<file path="config.mk">
export PLATFORM = sky130hd
export DESIGN_NAME = cpu_otg_ctrl_regs
export DESIGN_NICKNAME = d
export VERILOG_FILES = /design/src/hw/ctrl_regs_pkg.sv /design/src/hw/cpu_otg_ctrl_regs.sv
export SDC_FILE = /design/constraint.sdc
export NUM_CORES = 1
export LEC_CHECK = 0
export ABC_AREA = 1
export BUFFER_PORTS_ARGS = -buffer_cell sky130_fd_sc_hd__buf_4
export CAP_MARGIN = 20
export CORE_ASPECT_RATIO = 1.5
export CORE_UTILIZATION = 26
export CTS_BUF_LIST = sky130_fd_sc_hd__clkbuf_2
export CTS_CLUSTER_SIZE = 16
export DETAILED_ROUTE_END_ITERATION = 12
export PLACE_DENSITY = 0.51
export SLEW_MARGIN = 25
export SYNTH_ARGS = -nofsm -noshare
export SYNTH_HDL_FRONTEND = slang
export SYNTH_SLANG_ARGS = --single-unit
</file>
<file path="constraint.sdc">
create_clock -name clk_i -period 1.88 [get_ports clk_i]
set_input_delay 0.188 -clock clk_i [delete_from_list [all_inputs] [get_ports clk_i]]
set_output_delay 0.188 -clock clk_i [all_outputs]
set_load 0.1 [all_outputs]
</file>
<file path="src/hw/ctrl_regs_pkg.sv">
// Purpose: constants and carrier types for the cpu/otg control bank
// Assumes: 32-bit apb, one clock, synchronous active-low reset
// Notes: every register except event status keeps a 16-bit value plus a write mask on top
package ctrl_regs_pkg;

    // ***************************************************************
    // register byte offsets
    // ***************************************************************
    localparam int unsigned ADDR_W = 12;
    localparam logic [11:0] CPU_CORE_CTRL_OFS = 12'h2F8;
    localparam logic [11:0] CPU_FILTER_START_LOW_OFS = 12'h2FC;
    localparam logic [11:0] CPU_FILTER_END_LOW_OFS = 12'h300;
    localparam logic [11:0] CPU_FILTER_HIGH_AND_FIQ_OFS = 12'h304;
    localparam logic [11:0] CPU_MARGIN_AND_EVENTS_OFS = 12'h308;
    localparam logic [11:0] CPU_EVENT_STATUS_OFS = 12'h318;
    localparam logic [11:0] OTG_PHY_POWER_CONTROL_OFS = 12'h320;
    localparam logic [11:0] OTG_PHY_TRANSMIT_TRIM_OFS = 12'h324;

    // ***************************************************************
    // reset values and implemented-bit masks
    // ***************************************************************
    localparam logic [15:0] CORE_CTRL_RST = 16'h0220;
    localparam logic [15:0] CORE_CTRL_IMPL = 16'h03FF;
    localparam logic [15:0] START_LOW_RST = 16'h0FF0;
    localparam logic [15:0] END_LOW_RST = 16'h0FFF;
    localparam logic [15:0] FULL_IMPL = 16'hFFFF;
    localparam logic [15:0] HIGH_FIQ_RST = 16'h0000;
    localparam logic [15:0] HIGH_FIQ_IMPL = 16'h0FFF;
    localparam logic [15:0] MARGIN_RST = 16'h2400;
    localparam logic [15:0] MARGIN_IMPL = 16'hFF0F;
    localparam logic [15:0] OTG_PWR_RST = 16'h0089;
    localparam logic [15:0] OTG_PWR_IMPL = 16'hF3FF;
    localparam logic [15:0] OTG_TRIM_RST = 16'h7330;
    localparam logic [15:0] OTG_TRIM_IMPL = 16'hFFF0;
    localparam logic [15:0] STATUS_SW_IMPL = 16'h4000;

    // ***************************************************************
    // field positions
    // ***************************************************************
    localparam int unsigned MASK_LSB = 16;
    localparam int unsigned EVT_RISE_BIT = 14;
    localparam int unsigned PMU_LSB = 2;
    localparam int unsigned LINE_PEND_BIT = 15;
    localparam int unsigned LINE_EN_BIT = 14;

    // ***************************************************************
    // carriers
    // ***************************************************************
    typedef struct packed {
        logic trace_port_ctl;
        logic [3:0] debug_instance_id;
        logic l2_reset_hold_off;
        logic [3:0] per_core_l1_reset_hold_off;
        logic [19:0] filter_start;
        logic [19:0] filter_end;
        logic [3:0] core_nonmaskable_fast_irq_cfg;
        logic [2:0] l2_ram_margin;
        logic [2:0] core_ram_margin;
        logic event_out_clear;
        logic event_in_drive;
        logic [3:0] core_exception_state_init;
    } cpu_cfg_t;

    typedef struct packed {
        logic line_irq_enable;
        logic analog_power_down;
        logic port_reset;
        logic [1:0] scale_down_mode;
        logic [2:0] vbus_valid_trim;
        logic block_power_down;
        logic [2:0] disconnect_trim;
        logic common_down_in_suspend;
        logic [1:0] rise_fall_trim;
        logic [1:0] crossover_trim;
        logic [3:0] hs_dc_trim;
        logic [3:0] fsls_impedance_trim;
    } otg_cfg_t;

    typedef struct packed {
        logic [3:0] pmu_priv1_event;
        logic [3:0] pmu_priv2_event;
        logic [3:0] pmu_secure_event;
    } pmu_evt_t;

endpackage

</file>
<file path="src/hw/cpu_otg_ctrl_regs.sv">
// Purpose: apb bank of cpu cluster and otg phy static controls
// Assumes: event and pmu inputs are asynchronous to clk_i
// Notes: slave answers one cycle into the access phase

// Functional notes
// - upper half bit n+16 enables lower bit n
// - trace ctl, debug id, l2 hold-off fields
// - per-core l1 reset hold-off, bits 3:0
// - filter start = con3[3:0] : con1
// - filter end = con3[7:4] : con2
// - per-core fast irq config 11:8
// - l2 and core ram margins reset 1
// - event out clear and event in drive
// - per-core exception state init 3:0
// - event out rising edge recorded bit 14
// - pmu event fields per core in status
// - line-state pending 15, enable 14
// - bit 13 powers down phy analog
// - bit 12 holds phy port fsms reset
// - scale-down mode bits 9:8
// - vbus valid trim 7:5 reset 4
// - bit 4 powers down otg block
// - disconnect trim 3:1 reset 4
// - bit 0 common blocks down in suspend
// - rise/fall, dc level, impedance trims
// - crossover trim 13:12 reset 3
module cpu_otg_ctrl_regs
(
    // clock and reset
    input wire logic clk_i,
    input wire logic rst_n_i,
    // apb slave
    input wire logic psel_i,
    input wire logic penable_i,
    input wire logic pwrite_i,
    input wire logic [ctrl_regs_pkg::ADDR_W-1:0] paddr_i,
    input wire logic [31:0] pwdata_i,
    output logic pready_o,
    output logic [31:0] prdata_o,
    output logic pslverr_o,
    // cluster side
    input wire logic event_out_i,
    input wire ctrl_regs_pkg::pmu_evt_t pmu_evt_i,
    output ctrl_regs_pkg::cpu_cfg_t cpu_cfg_o,
    // otg phy side
    input wire logic [1:0] line_state_i,
    output ctrl_regs_pkg::otg_cfg_t otg_cfg_o,
    output logic otg_line_irq_o
);

    // ***************************************************************
    // storage
    // ***************************************************************
    logic [15:0] core_ctrl_reg;
    logic [15:0] start_low_reg;
    logic [15:0] end_low_reg;
    logic [15:0] high_fiq_reg;
    logic [15:0] margin_reg;
    logic [15:0] otg_pwr_reg;
    logic [15:0] otg_trim_reg;
    logic evt_rise_reg;
    logic pready_reg;
    logic pslverr_reg;
    logic [31:0] prdata_reg;
    logic irq_reg;

    // two-flop synchronisers plus one history flop for edges
    logic evt_s1_reg;
    logic evt_s2_reg;
    logic evt_prev_reg;
    ctrl_regs_pkg::pmu_evt_t pmu_s1_reg;
    ctrl_regs_pkg::pmu_evt_t pmu_s2_reg;
    logic [1:0] line_s1_reg;
    logic [1:0] line_s2_reg;
    logic [1:0] line_prev_reg;

    // ***************************************************************
    // bus decode
    // ***************************************************************
    logic access;
    logic wr;
    logic hit;
    logic [15:0] wd;
    logic [15:0] we;
    logic [15:0] rd_val;

    assign access = psel_i & penable_i & pready_reg;
    assign wr = access & pwrite_i;
    assign wd = pwdata_i[15:0];
    assign we = pwdata_i[31:ctrl_regs_pkg::MASK_LSB];

    // masked merge; bits outside impl never change
    function automatic logic [15:0] merge(
        input logic [15:0] old,
        input logic [15:0] impl
    );
        merge = (old & ~(we & impl)) | (wd & we & impl);
    endfunction

    function automatic logic sel(input logic [11:0] ofs);
        sel = wr & (paddr_i == ofs);
    endfunction

    // ***************************************************************
    // cpu control registers
    // ***************************************************************
    always_ff @(posedge clk_i)
    begin
        if (!rst_n_i)
        begin
            core_ctrl_reg <= ctrl_regs_pkg::CORE_CTRL_RST;
        end
        else if (sel(ctrl_regs_pkg::CPU_CORE_CTRL_OFS))
        begin
            core_ctrl_reg <= merge(core_ctrl_reg,
                ctrl_regs_pkg::CORE_CTRL_IMPL);
        end
    end

    always_ff @(posedge clk_i)
    begin
        if (!rst_n_i)
        begin
            start_low_reg <= ctrl_regs_pkg::START_LOW_RST;
        end
        else if (sel(ctrl_regs_pkg::CPU_FILTER_START_LOW_OFS))
        begin
            start_low_reg <= merge(start_low_reg,
                ctrl_regs_pkg::FULL_IMPL);
        end
    end

    always_ff @(posedge clk_i)
    begin
        if (!rst_n_i)
        begin
            end_low_reg <= ctrl_regs_pkg::END_LOW_RST;
        end
        else if (sel(ctrl_regs_pkg::CPU_FILTER_END_LOW_OFS))
        begin
            end_low_reg <= merge(end_low_reg,
                ctrl_regs_pkg::FULL_IMPL);
        end
    end

    always_ff @(posedge clk_i)
    begin
        if (!rst_n_i)
        begin
            high_fiq_reg <= ctrl_regs_pkg::HIGH_FIQ_RST;
        end
        else if (sel(ctrl_regs_pkg::CPU_FILTER_HIGH_AND_FIQ_OFS))
        begin
            high_fiq_reg <= merge(high_fiq_reg,
                ctrl_regs_pkg::HIGH_FIQ_IMPL);
        end
    end

    always_ff @(posedge clk_i)
    begin
        if (!rst_n_i)
        begin
            margin_reg <= ctrl_regs_pkg::MARGIN_RST;
        end
        else if (sel(ctrl_regs_pkg::CPU_MARGIN_AND_EVENTS_OFS))
        begin
            margin_reg <= merge(margin_reg,
                ctrl_regs_pkg::MARGIN_IMPL);
        end
    end

    // ***************************************************************
    // otg phy control registers
    // ***************************************************************
    logic line_change;
    logic [15:0] otg_pwr_next;

    assign line_change = line_s2_reg != line_prev_reg;

    always_comb
    begin
        otg_pwr_next = otg_pwr_reg;
        if (sel(ctrl_regs_pkg::OTG_PHY_POWER_CONTROL_OFS))
        begin
            otg_pwr_next = merge(otg_pwr_reg,
                ctrl_regs_pkg::OTG_PWR_IMPL);
        end
        // a line change in the clearing cycle still sets pending
        if (line_change)
        begin
            otg_pwr_next[ctrl_regs_pkg::LINE_PEND_BIT] = 1'b1;
        end
    end

    always_ff @(posedge clk_i)
    begin
        if (!rst_n_i)
        begin
            otg_pwr_reg <= ctrl_regs_pkg::OTG_PWR_RST;
        end
        else
        begin
            otg_pwr_reg <= otg_pwr_next;
        end
    end

    always_ff @(posedge clk_i)
    begin
        if (!rst_n_i)
        begin
            otg_trim_reg <= ctrl_regs_pkg::OTG_TRIM_RST;
        end
        else if (sel(ctrl_regs_pkg::OTG_PHY_TRANSMIT_TRIM_OFS))
        begin
            otg_trim_reg <= merge(otg_trim_reg,
                ctrl_regs_pkg::OTG_TRIM_IMPL);
        end
    end

    // ***************************************************************
    // input synchronisers
    // ***************************************************************
    always_ff @(posedge clk_i)
    begin
        if (!rst_n_i)
        begin
            evt_s1_reg <= 1'b0;
            evt_s2_reg <= 1'b0;
            evt_prev_reg <= 1'b0;
            pmu_s1_reg <= '0;
            pmu_s2_reg <= '0;
            line_s1_reg <= 2'h0;
            line_s2_reg <= 2'h0;
            line_prev_reg <= 2'h0;
        end
        else
        begin
            evt_s1_reg <= event_out_i;
            evt_s2_reg <= evt_s1_reg;
            evt_prev_reg <= evt_s2_reg;
            pmu_s1_reg <= pmu_evt_i;
            pmu_s2_reg <= pmu_s1_reg;
            line_s1_reg <= line_state_i;
            line_s2_reg <= line_s1_reg;
            line_prev_reg <= line_s2_reg;
        end
    end

    // ***************************************************************
    // event status
    // ***************************************************************
    logic evt_rise;
    logic evt_rise_next;

    assign evt_rise = evt_s2_reg & ~evt_prev_reg;

    always_comb
    begin
        evt_rise_next = evt_rise_reg;
        if (sel(ctrl_regs_pkg::CPU_EVENT_STATUS_OFS) &
            we[ctrl_regs_pkg::EVT_RISE_BIT])
        begin
            evt_rise_next = wd[ctrl_regs_pkg::EVT_RISE_BIT];
        end
        // hardware set beats software clear
        if (evt_rise)
        begin
            evt_rise_next = 1'b1;
        end
    end

    always_ff @(posedge clk_i)
    begin
        if (!rst_n_i)
        begin
            evt_rise_reg <= 1'b0;
        end
        else
        begin
            evt_rise_reg <= evt_rise_next;
        end
    end

    // ***************************************************************
    // read mux and apb answer
    // ***************************************************************
    always_comb
    begin
        hit = 1'b1;
        rd_val = 16'h0000;
        case (paddr_i)
            ctrl_regs_pkg::CPU_CORE_CTRL_OFS: rd_val = core_ctrl_reg;
            ctrl_regs_pkg::CPU_FILTER_START_LOW_OFS: rd_val = start_low_reg;
            ctrl_regs_pkg::CPU_FILTER_END_LOW_OFS: rd_val = end_low_reg;
            ctrl_regs_pkg::CPU_FILTER_HIGH_AND_FIQ_OFS: rd_val = high_fiq_reg;
            ctrl_regs_pkg::CPU_MARGIN_AND_EVENTS_OFS: rd_val = margin_reg;
            ctrl_regs_pkg::CPU_EVENT_STATUS_OFS:
            begin
                rd_val[ctrl_regs_pkg::EVT_RISE_BIT] = evt_rise_reg;
                rd_val[ctrl_regs_pkg::PMU_LSB +: 12] = pmu_s2_reg;
            end
            ctrl_regs_pkg::OTG_PHY_POWER_CONTROL_OFS: rd_val = otg_pwr_reg;
            ctrl_regs_pkg::OTG_PHY_TRANSMIT_TRIM_OFS: rd_val = otg_trim_reg;
            default: hit = 1'b0;
        endcase
    end

    // ready in the first access cycle; no wait states
    always_ff @(posedge clk_i)
    begin
        if (!rst_n_i)
        begin
            pready_reg <= 1'b0;
            pslverr_reg <= 1'b0;
            prdata_reg <= 32'h0000_0000;
        end
        else
        begin
            pready_reg <= psel_i & ~penable_i;
            pslverr_reg <= psel_i & ~penable_i & ~hit;
            prdata_reg <= 32'h0000_0000;
            if (psel_i & ~penable_i & ~pwrite_i)
            begin
                prdata_reg <= {16'h0000, rd_val};
            end
        end
    end

    // ***************************************************************
    // line-state interrupt output
    // ***************************************************************
    always_ff @(posedge clk_i)
    begin
        if (!rst_n_i)
        begin
            irq_reg <= 1'b0;
        end
        else
        begin
            irq_reg <= otg_pwr_reg[ctrl_regs_pkg::LINE_PEND_BIT] &
                otg_pwr_reg[ctrl_regs_pkg::LINE_EN_BIT];
        end
    end

    // ***************************************************************
    // outputs, all slices of flops
    // ***************************************************************
    assign pready_o = pready_reg;
    assign pslverr_o = pslverr_reg;
    assign prdata_o = prdata_reg;
    assign otg_line_irq_o = irq_reg;

    assign cpu_cfg_o.trace_port_ctl = core_ctrl_reg[9];
    assign cpu_cfg_o.debug_instance_id = core_ctrl_reg[8:5];
    assign cpu_cfg_o.l2_reset_hold_off = core_ctrl_reg[4];
    assign cpu_cfg_o.per_core_l1_reset_hold_off = core_ctrl_reg[3:0];
    assign cpu_cfg_o.filter_start = {high_fiq_reg[3:0], start_low_reg};
    assign cpu_cfg_o.filter_end = {high_fiq_reg[7:4], end_low_reg};
    assign cpu_cfg_o.core_nonmaskable_fast_irq_cfg =
        high_fiq_reg[11:8];
    assign cpu_cfg_o.l2_ram_margin = margin_reg[15:13];
    assign cpu_cfg_o.core_ram_margin = margin_reg[12:10];
    assign cpu_cfg_o.event_out_clear = margin_reg[9];
    assign cpu_cfg_o.event_in_drive = margin_reg[8];
    assign cpu_cfg_o.core_exception_state_init = margin_reg[3:0];

    assign otg_cfg_o.line_irq_enable = otg_pwr_reg[14];
    assign otg_cfg_o.analog_power_down = otg_pwr_reg[13];
    assign otg_cfg_o.port_reset = otg_pwr_reg[12];
    assign otg_cfg_o.scale_down_mode = otg_pwr_reg[9:8];
    assign otg_cfg_o.vbus_valid_trim = otg_pwr_reg[7:5];
    assign otg_cfg_o.block_power_down = otg_pwr_reg[4];
    assign otg_cfg_o.disconnect_trim = otg_pwr_reg[3:1];
    assign otg_cfg_o.common_down_in_suspend = otg_pwr_reg[0];
    assign otg_cfg_o.rise_fall_trim = otg_trim_reg[15:14];
    assign otg_cfg_o.crossover_trim = otg_trim_reg[13:12];
    assign otg_cfg_o.hs_dc_trim = otg_trim_reg[11:8];
    assign otg_cfg_o.fsls_impedance_trim = otg_trim_reg[7:4];

endmodule

</file>
==> metrics.md, run 1 <==
| Metric | Value |
|---|---|
| Die Ht | 203 um |
| Most frequent cells in the layout | buf_4 (218), nand2_1 (214), nand3_1 (182) |
| Routed WL per cell | roughly 18 um |
| Failing checks | setup timing |
| GRT Overall Usage | between 20% and 30% |
| Worst-path cell chain | nand4_4 > buf_4 > nor2_1 > buf_4 > nand2_1 > nand2_1 > nand3_1 > dlygate4sd3_1 |
| Pre-antenna DRT Iters | 7 |
| Tightest Hold Check Type | input port to flop |
| Hold EP | evt_rise_reg |
| Ys Warns | 0 |
| Via Count | 7610 |
| Max incr delay on CP | 0.57 ns |
| Final slew viol count | 0 |
| Max Fanout on Critical Path | 9 |
| Rel. slew slack | a little under two thirds |
| Clock Skew | 0.0564 ns |
| # DRC | 0 |
| Worst hold margin | about 0.065 ns |
| Hold Path Cell Cnt | 10 |
| Post-synthesis cell count | ~1000 |
| Setup ws final | -0.00729 ns |
| Core Box Area | 26500 sq um |
| Clk sink count | approximately 150 |
| CP Capture Type | flop |
| Peak supply drop | 309 uV |
| Pwr Total | 0.00581 W |
| Max Clock Freq | 0.530 GHz |
| Post-Syn Area | ~7000 sq um |
| HPWL after DPL | 21300 um |
| Num CTS Buffers | 17 |
| Period utilization | 100% |
| Final setup violation count | 1 |
| Worst endpoint required time | 2.59 ns |
| Post-synthesis cell type count | 29 |
| Startpoint types | flop |
| Congestion Overflow GR | 0 |
| Status | complete, but fails checks |
| Largest net degree at the start of global routing | 92 |
| TritonCTS clock tree | yes |
| Most common cell after layout, fill and taps aside | buf_4 |
| Placer's final routability congestion estimate | 0.833 |
| Initial Util | 26.5% |
| Die area | 27700 sq um |
| Data arrival time of the worst path | 2.59 ns |
| Placed cell area | 8750 sq um |
| R2R setup slack | -0.007 ns |
| Area growth, synth to finish | 41.0% |
| Syn_area_per_cell | 7.01 sq um |
| RSZ-0062 raised after global routing | yes |
| CP max-delay cell | dlygate4sd3_1 |
| First-pass GRT wire length | ~43000 um |
| Max cap viols | 0 |
| Post-DR vias/cell | 4.69 |
| Die W | 136 um |
| Antenna-violating nets left | 0 |
| H-tree lvl count | 4 |
| Layout net count | 1335 |
| FF+latch count, synth | about 150 |
| Worst-Skew Late Latency | 0.80 ns |
| Rows | between 70 and 80 |
| CP bufs+invs | 3 |
| Fillers | 2836 |
| Vias in the first global route | ~7300 |
| Share of layout cells above drive strength 1 | 24.7% |
| Number of antenna violations at the first check in global routing | 1 |
| IO Port Bufs | between 150 and 200 |
| Final-report hold violation count | 0 |
| DR iter-0 viols | 510 |
| CTS Buffer Depth | 2 |
| Reg-to-Reg Start | pready_o |
| R2R cell count | 8 |
| Clock transition at the registers of the reported paths | about 0.23 ns |
| Worst slew pin tran | 0.540 ns |
| Root Driver | clkbuf_2 |
| Leakage | 4.58 nW |
| Final WL | around 29000 um |
| Sequential area share after synthesis | 41.3% |
| Crit Path Category | flop to flop |
| Finished layout cell area | 9900 sq um |
| Min-delay src | paddr_i[3] |
| Final min period | 1.89 ns |
| Pwr dens | 587 nW/um^2 |
| # IOs | 190 |
| Top Family by Delay on Critical Path | buffers and inverters |
metal layers:
metal / vias up / GRT usage (%) / part of all wire, %
li1: 3704 / - / -
met1: 3569 / 23.6 / 39
met2: 259 / 36.1 / 50
met3: 78 / 5.05 / 5.6
met4: 0 / 14.3 / 5.7
met5: - / 0 / 0
power by group:
group,total (W),leakage [nW],internal (W),switching (W)
clock,0.00199,0.150,0.000744,0.00125
sequential,0.00313,1.18,0.00312,0.0000141
combinational,0.000683,3.25,0.000247,0.000436
cell usage after synthesis:
| cell | number | area share [%] |
|---|---|---|
| o21bai_1 | 1 | 0.11 |
| conb_1 | 1 | 0.053 |
| buf_1 | 1 | 0.053 |
| inv_4 | 1 | 0.089 |
| dfxtp_1 | 145 | 41 |
| o21ai_0 | 64 | 4.6 |
| buf_6 | 3 | 0.48 |
| buf_2 | 15 | 1.1 |
| nand2_2 | 10 | 0.89 |
| nand4_1 | 8 | 0.71 |
| nor3_2 | 2 | 0.29 |
| nand2_4 | 4 | 0.64 |
| nand4_4 | 2 | 0.61 |
| a21oi_1 | 42 | 3.0 |
| buf_8 | 1 | 0.21 |
| nand3_1 | 182 | 13 |
| xor2_1 | 2 | 0.25 |
| inv_1 | 108 | 5.8 |
| clkbuf_1 | 24 | 1.3 |
| nor2_4 | 17 | 2.7 |
| inv_2 | 10 | 0.53 |
| nand3_2 | 2 | 0.29 |
| nor2_2 | 7 | 0.62 |
| nor2_8 | 3 | 0.86 |
| o21ai_1 | 1 | 0.071 |
| nor2_1 | 80 | 4.3 |
| nor3_1 | 20 | 1.4 |
| buf_4 | 31 | 3.3 |
| nand2_1 | 215 | 11 |
repair_timing:
item                                    CTS  global route
setup buffers                             0             3
hold buffers                             86             0
endpoints found under the setup margin    0            19
resized for setup                         0             6
hold endpoints to repair                144             0
tightest hold or removal path, delay by kind of cell:
family / cells / cell delay, ns
compound gates: 1 / 0.09
simple gates: 6 / 0.34
buf+inv: 3 / 0.21
through the flow:
step / instances / setup TNS (ns) / utilization, % / setup slack [ns]
CTS: 1618 / 0 / 37.2 / 0.0104
global placement: 1500 / 0 / 33.0 / 0.180
detailed placement: 1500 / 0 / 33.0 / 0.149
global route: 1622 / -0.147 / 37.4 / -0.0694
floorplan: 1017 / 0 / - / 0.0902
finish: 1622 / -0.00729 / 37.4 / -0.00729
area by class of cell:
class	count	area [sq um]	area share, %
Sequential cell	145	2900	29.3
Timing Repair Buffer	310	2590	26.2
Clock buffer	18	90.1	0.910
Tap cell	337	422	4.26
Clock inverter	14	164	1.66
Inverter	119	449	4.54
Antenna cell	1	2.50	0.0253
Multi-Input combinational cell	678	3280	33.1
how the worst max path moves through the flow:
stage,start,end,slack (ns),depth (start not counted)
floorplan,pready_o,flop,0.09,6
global placement,paddr_i[7],flop,0.18,8
detailed placement,paddr_i[1],flop,0.15,9
CTS,pready_o,flop,0.01,7
global route,pready_o,flop,-0.07,8
finish,pready_o,flop,-0.007,8
cell families after synthesis:
group           share of synthesized area (%)
compound gates                           7.73
buf+inv                                  12.8
other cells                            0.0534
simple gates                             37.8
xor+xnor                                0.250
flops                                    41.3
Power figures use the tool's default switching activity.
==> run 2: changes to the inputs <==
--- a/config.mk
+++ b/config.mk
@@ -8,7 +8,7 @@
 export ABC_AREA = 1
 export BUFFER_PORTS_ARGS = -buffer_cell sky130_fd_sc_hd__buf_4
 export CAP_MARGIN = 20
-export CORE_ASPECT_RATIO = 1.5
+export CORE_ASPECT_RATIO = 1.75
 export CORE_UTILIZATION = 26
 export CTS_BUF_LIST = sky130_fd_sc_hd__clkbuf_2
 export CTS_CLUSTER_SIZE = 16
==> run 2 against run 1 <==
Against the previous run:
- first-iteration DRC count is 15% higher
- the run now ends clean
- register-to-register slack better by 0.11 ns
- power up 5.1%
- critical path depth up 5
- sequential power about the same
- maximum frequency up 2.5%
- hold slack worse by 0.027 ns
- routed wire length is 2.0% higher
==> metrics.md, run 2 (same netlist as run 1, synthesis figures left out) <==
| Metric | Value |
|---|---|
| Status | finished clean |
| Max cap viols | 0 |
| TritonCTS clock tree | yes |
| Fillers | 2761 |
| Root Driver | clkbuf_2 |
| # IOs | 190 |
| GRT Overall Usage | 21.8% |
| Max Fanout on Critical Path | 4 |
| Worst endpoint required time | 2.64 ns |
| CP max-delay cell | dlygate4sd3_1 |
| CP bufs+invs | 5 |
| Antenna-violating nets left | 0 |
| Pwr dens | 598 nW/um^2 |
| Placed cell area | 8750 sq um |
| Routed WL per cell | 18.2 um |
| Largest net degree at the start of global routing | 92 |
| Num CTS Buffers | 17 |
| Die Ht | 219 um |
| Leakage | 4.74 nW |
| DR iter-0 viols | 587 |
| H-tree lvl count | 4 |
| IO Port Bufs | 173 |
| Clock Skew | just under 0.03 ns |
| Die area | 27700 sq um |
| Layout net count | between 1000 and 1500 |
| Vias in the first global route | 7476 |
| Final min period | 1.84 ns |
| Top Family by Delay on Critical Path | buffers and inverters |
| Worst-Skew Late Latency | ~0.85 ns |
| Worst-path cell chain | dlygate4sd3_1 > buf_4 > nand2_1 > dlygate4sd3_1 > inv_2 > nand2_2 > nor2_1 > nand2_1 > inv_1 > nand2_1 > nand3_1 > nor2_1 > nor2_4 |
| Congestion Overflow GR | 0 |
| Finished layout cell area | 10200 sq um |
| Rel. slew slack | 59.2% |
| Most frequent cells in the layout | nand2_1 (215), buf_4 (198), nand3_1 (182) |
| Max Clock Freq | between 0.5 and 0.6 GHz |
| Initial Util | 26.4% |
| CP Capture Type | flop |
| Final setup violation count | 0 |
| Final WL | 29600 um |
| Startpoint types | input port |
| Number of antenna violations at the first check in global routing | 1 |
| Tightest Hold Check Type | input port to flop |
| Worst slew pin tran | roughly 0.6 ns |
| CTS Buffer Depth | 2 |
| # DRC | 0 |
| RSZ-0062 raised after global routing | yes |
| Final-report hold violation count | 0 |
| Period utilization | a little over nine tenths |
| Max incr delay on CP | approximately 0.56 ns |
| Peak supply drop | 420 uV |
| Post-route core utilization | between 30 and 40% |
| Clock transition at the registers of the reported paths | roughly 0.21 ns |
| Most common cell after layout, fill and taps aside | nand2_1 |
| Data arrival time of the worst path | roughly 2.6 ns |
| Die W | 126 um |
| HPWL after DPL | 21400 um |
| Pre-antenna DRT Iters | 5 |
| Post-DR vias/cell | roughly 4.7 |
| Area growth, synth to finish | 45.4% |
| Share of layout cells above drive strength 1 | around 25% |
| Crit Path Category | input port to flop |
| Rows | approximately 80 |
| Cell mode on critical path | nand2_1 |
| Core Box Area | 26600 sq um |
| Final slew viol count | 0 |
| Via Count | 7651 |
| Clk sink count | 145 |
| Placer's final routability congestion estimate | slightly above 0.9 |
| First-pass GRT wire length | ~44000 um |
run 2: cell count changes in the layout (fill, tap and decap cells not counted), sizes merged:
cell         delta
buf             +4
bufinv          +2
clkbuf          -1
clkinvlp        -2
dlygate4sd3     +9
run 2: stage by stage:
step                 TNS (ns)  total power (W)  cells  worst slack [ns]  hold WS (ns)
CTS                         0          0.00615   1608           0.00110       0.00335
floorplan                   0          0.00353   1017            0.0902         0.271
finish                      0          0.00610   1621            0.0393        0.0380
global route        -0.000821          0.00632   1621         -0.000821        0.0268
global placement            0          0.00374   1482             0.116         0.370
detailed placement          0          0.00374   1482             0.111         0.374
run 2: final cells by class:
type / count / area [sq um] / share of cell area (%)
Tap cell: 324 / 405 / 3.97
Clock buffer: 17 / 85.1 / 0.833
Inverter: 119 / 452 / 4.42
Antenna cell: 1 / 2.50 / 0.0245
Timing Repair Buffer: 323 / 2850 / 28.0
Sequential cell: 145 / 2910 / 28.5
Clock inverter: 14 / 213 / 2.08
Multi-Input combinational cell: 678 / 3290 / 32.3
run 2: final timing paths:
check | from | cells after the start | slack [ns] | endpoint
max | paddr_i[6] | 13 | 0.04 | prdata_o[10]
max reg2reg | pready_o | 7 | 0.10 | flop
min | paddr_i[7] | 7 | 0.04 | flop
min reg2reg | pmu_s1_reg[2] | 2 | 0.43 | pmu_s2_reg[2]
run 2: timing repair:
item | 4_1_cts | 5_1_grt
hold buffers | 95 | 2
setup endpoints to repair | 4 | 43
pin swaps | 0 | 2
resized for setup | 4 | 27
endpoints found under the hold margin | 145 | 3
setup buffers | 0 | 12
run 2: power breakdown:
| part | internal, W | switching (W) |
|---|---|---|
| Sequential | 0.00312 | 0.0000144 |
| Clock | 0.00101 | 0.00126 |
| Combinational | 0.000263 | 0.000442 |
run 2: layer usage:
layer	wire length, um	track usage, %	vias up
met5	0	0	-
met3	1750	4.71	88
met1	10800	23.0	3503
met2	15200	38.7	328
li1	-	-	3732
met4	1830	15.0	0
run 2: worst reg2reg max path: cells and delay by family, from the launching register on:
family	cells	cell delay [ns]
and+or+nand+nor	4	0.39
buffers and inverters	3	0.95
DFF	1	0.40
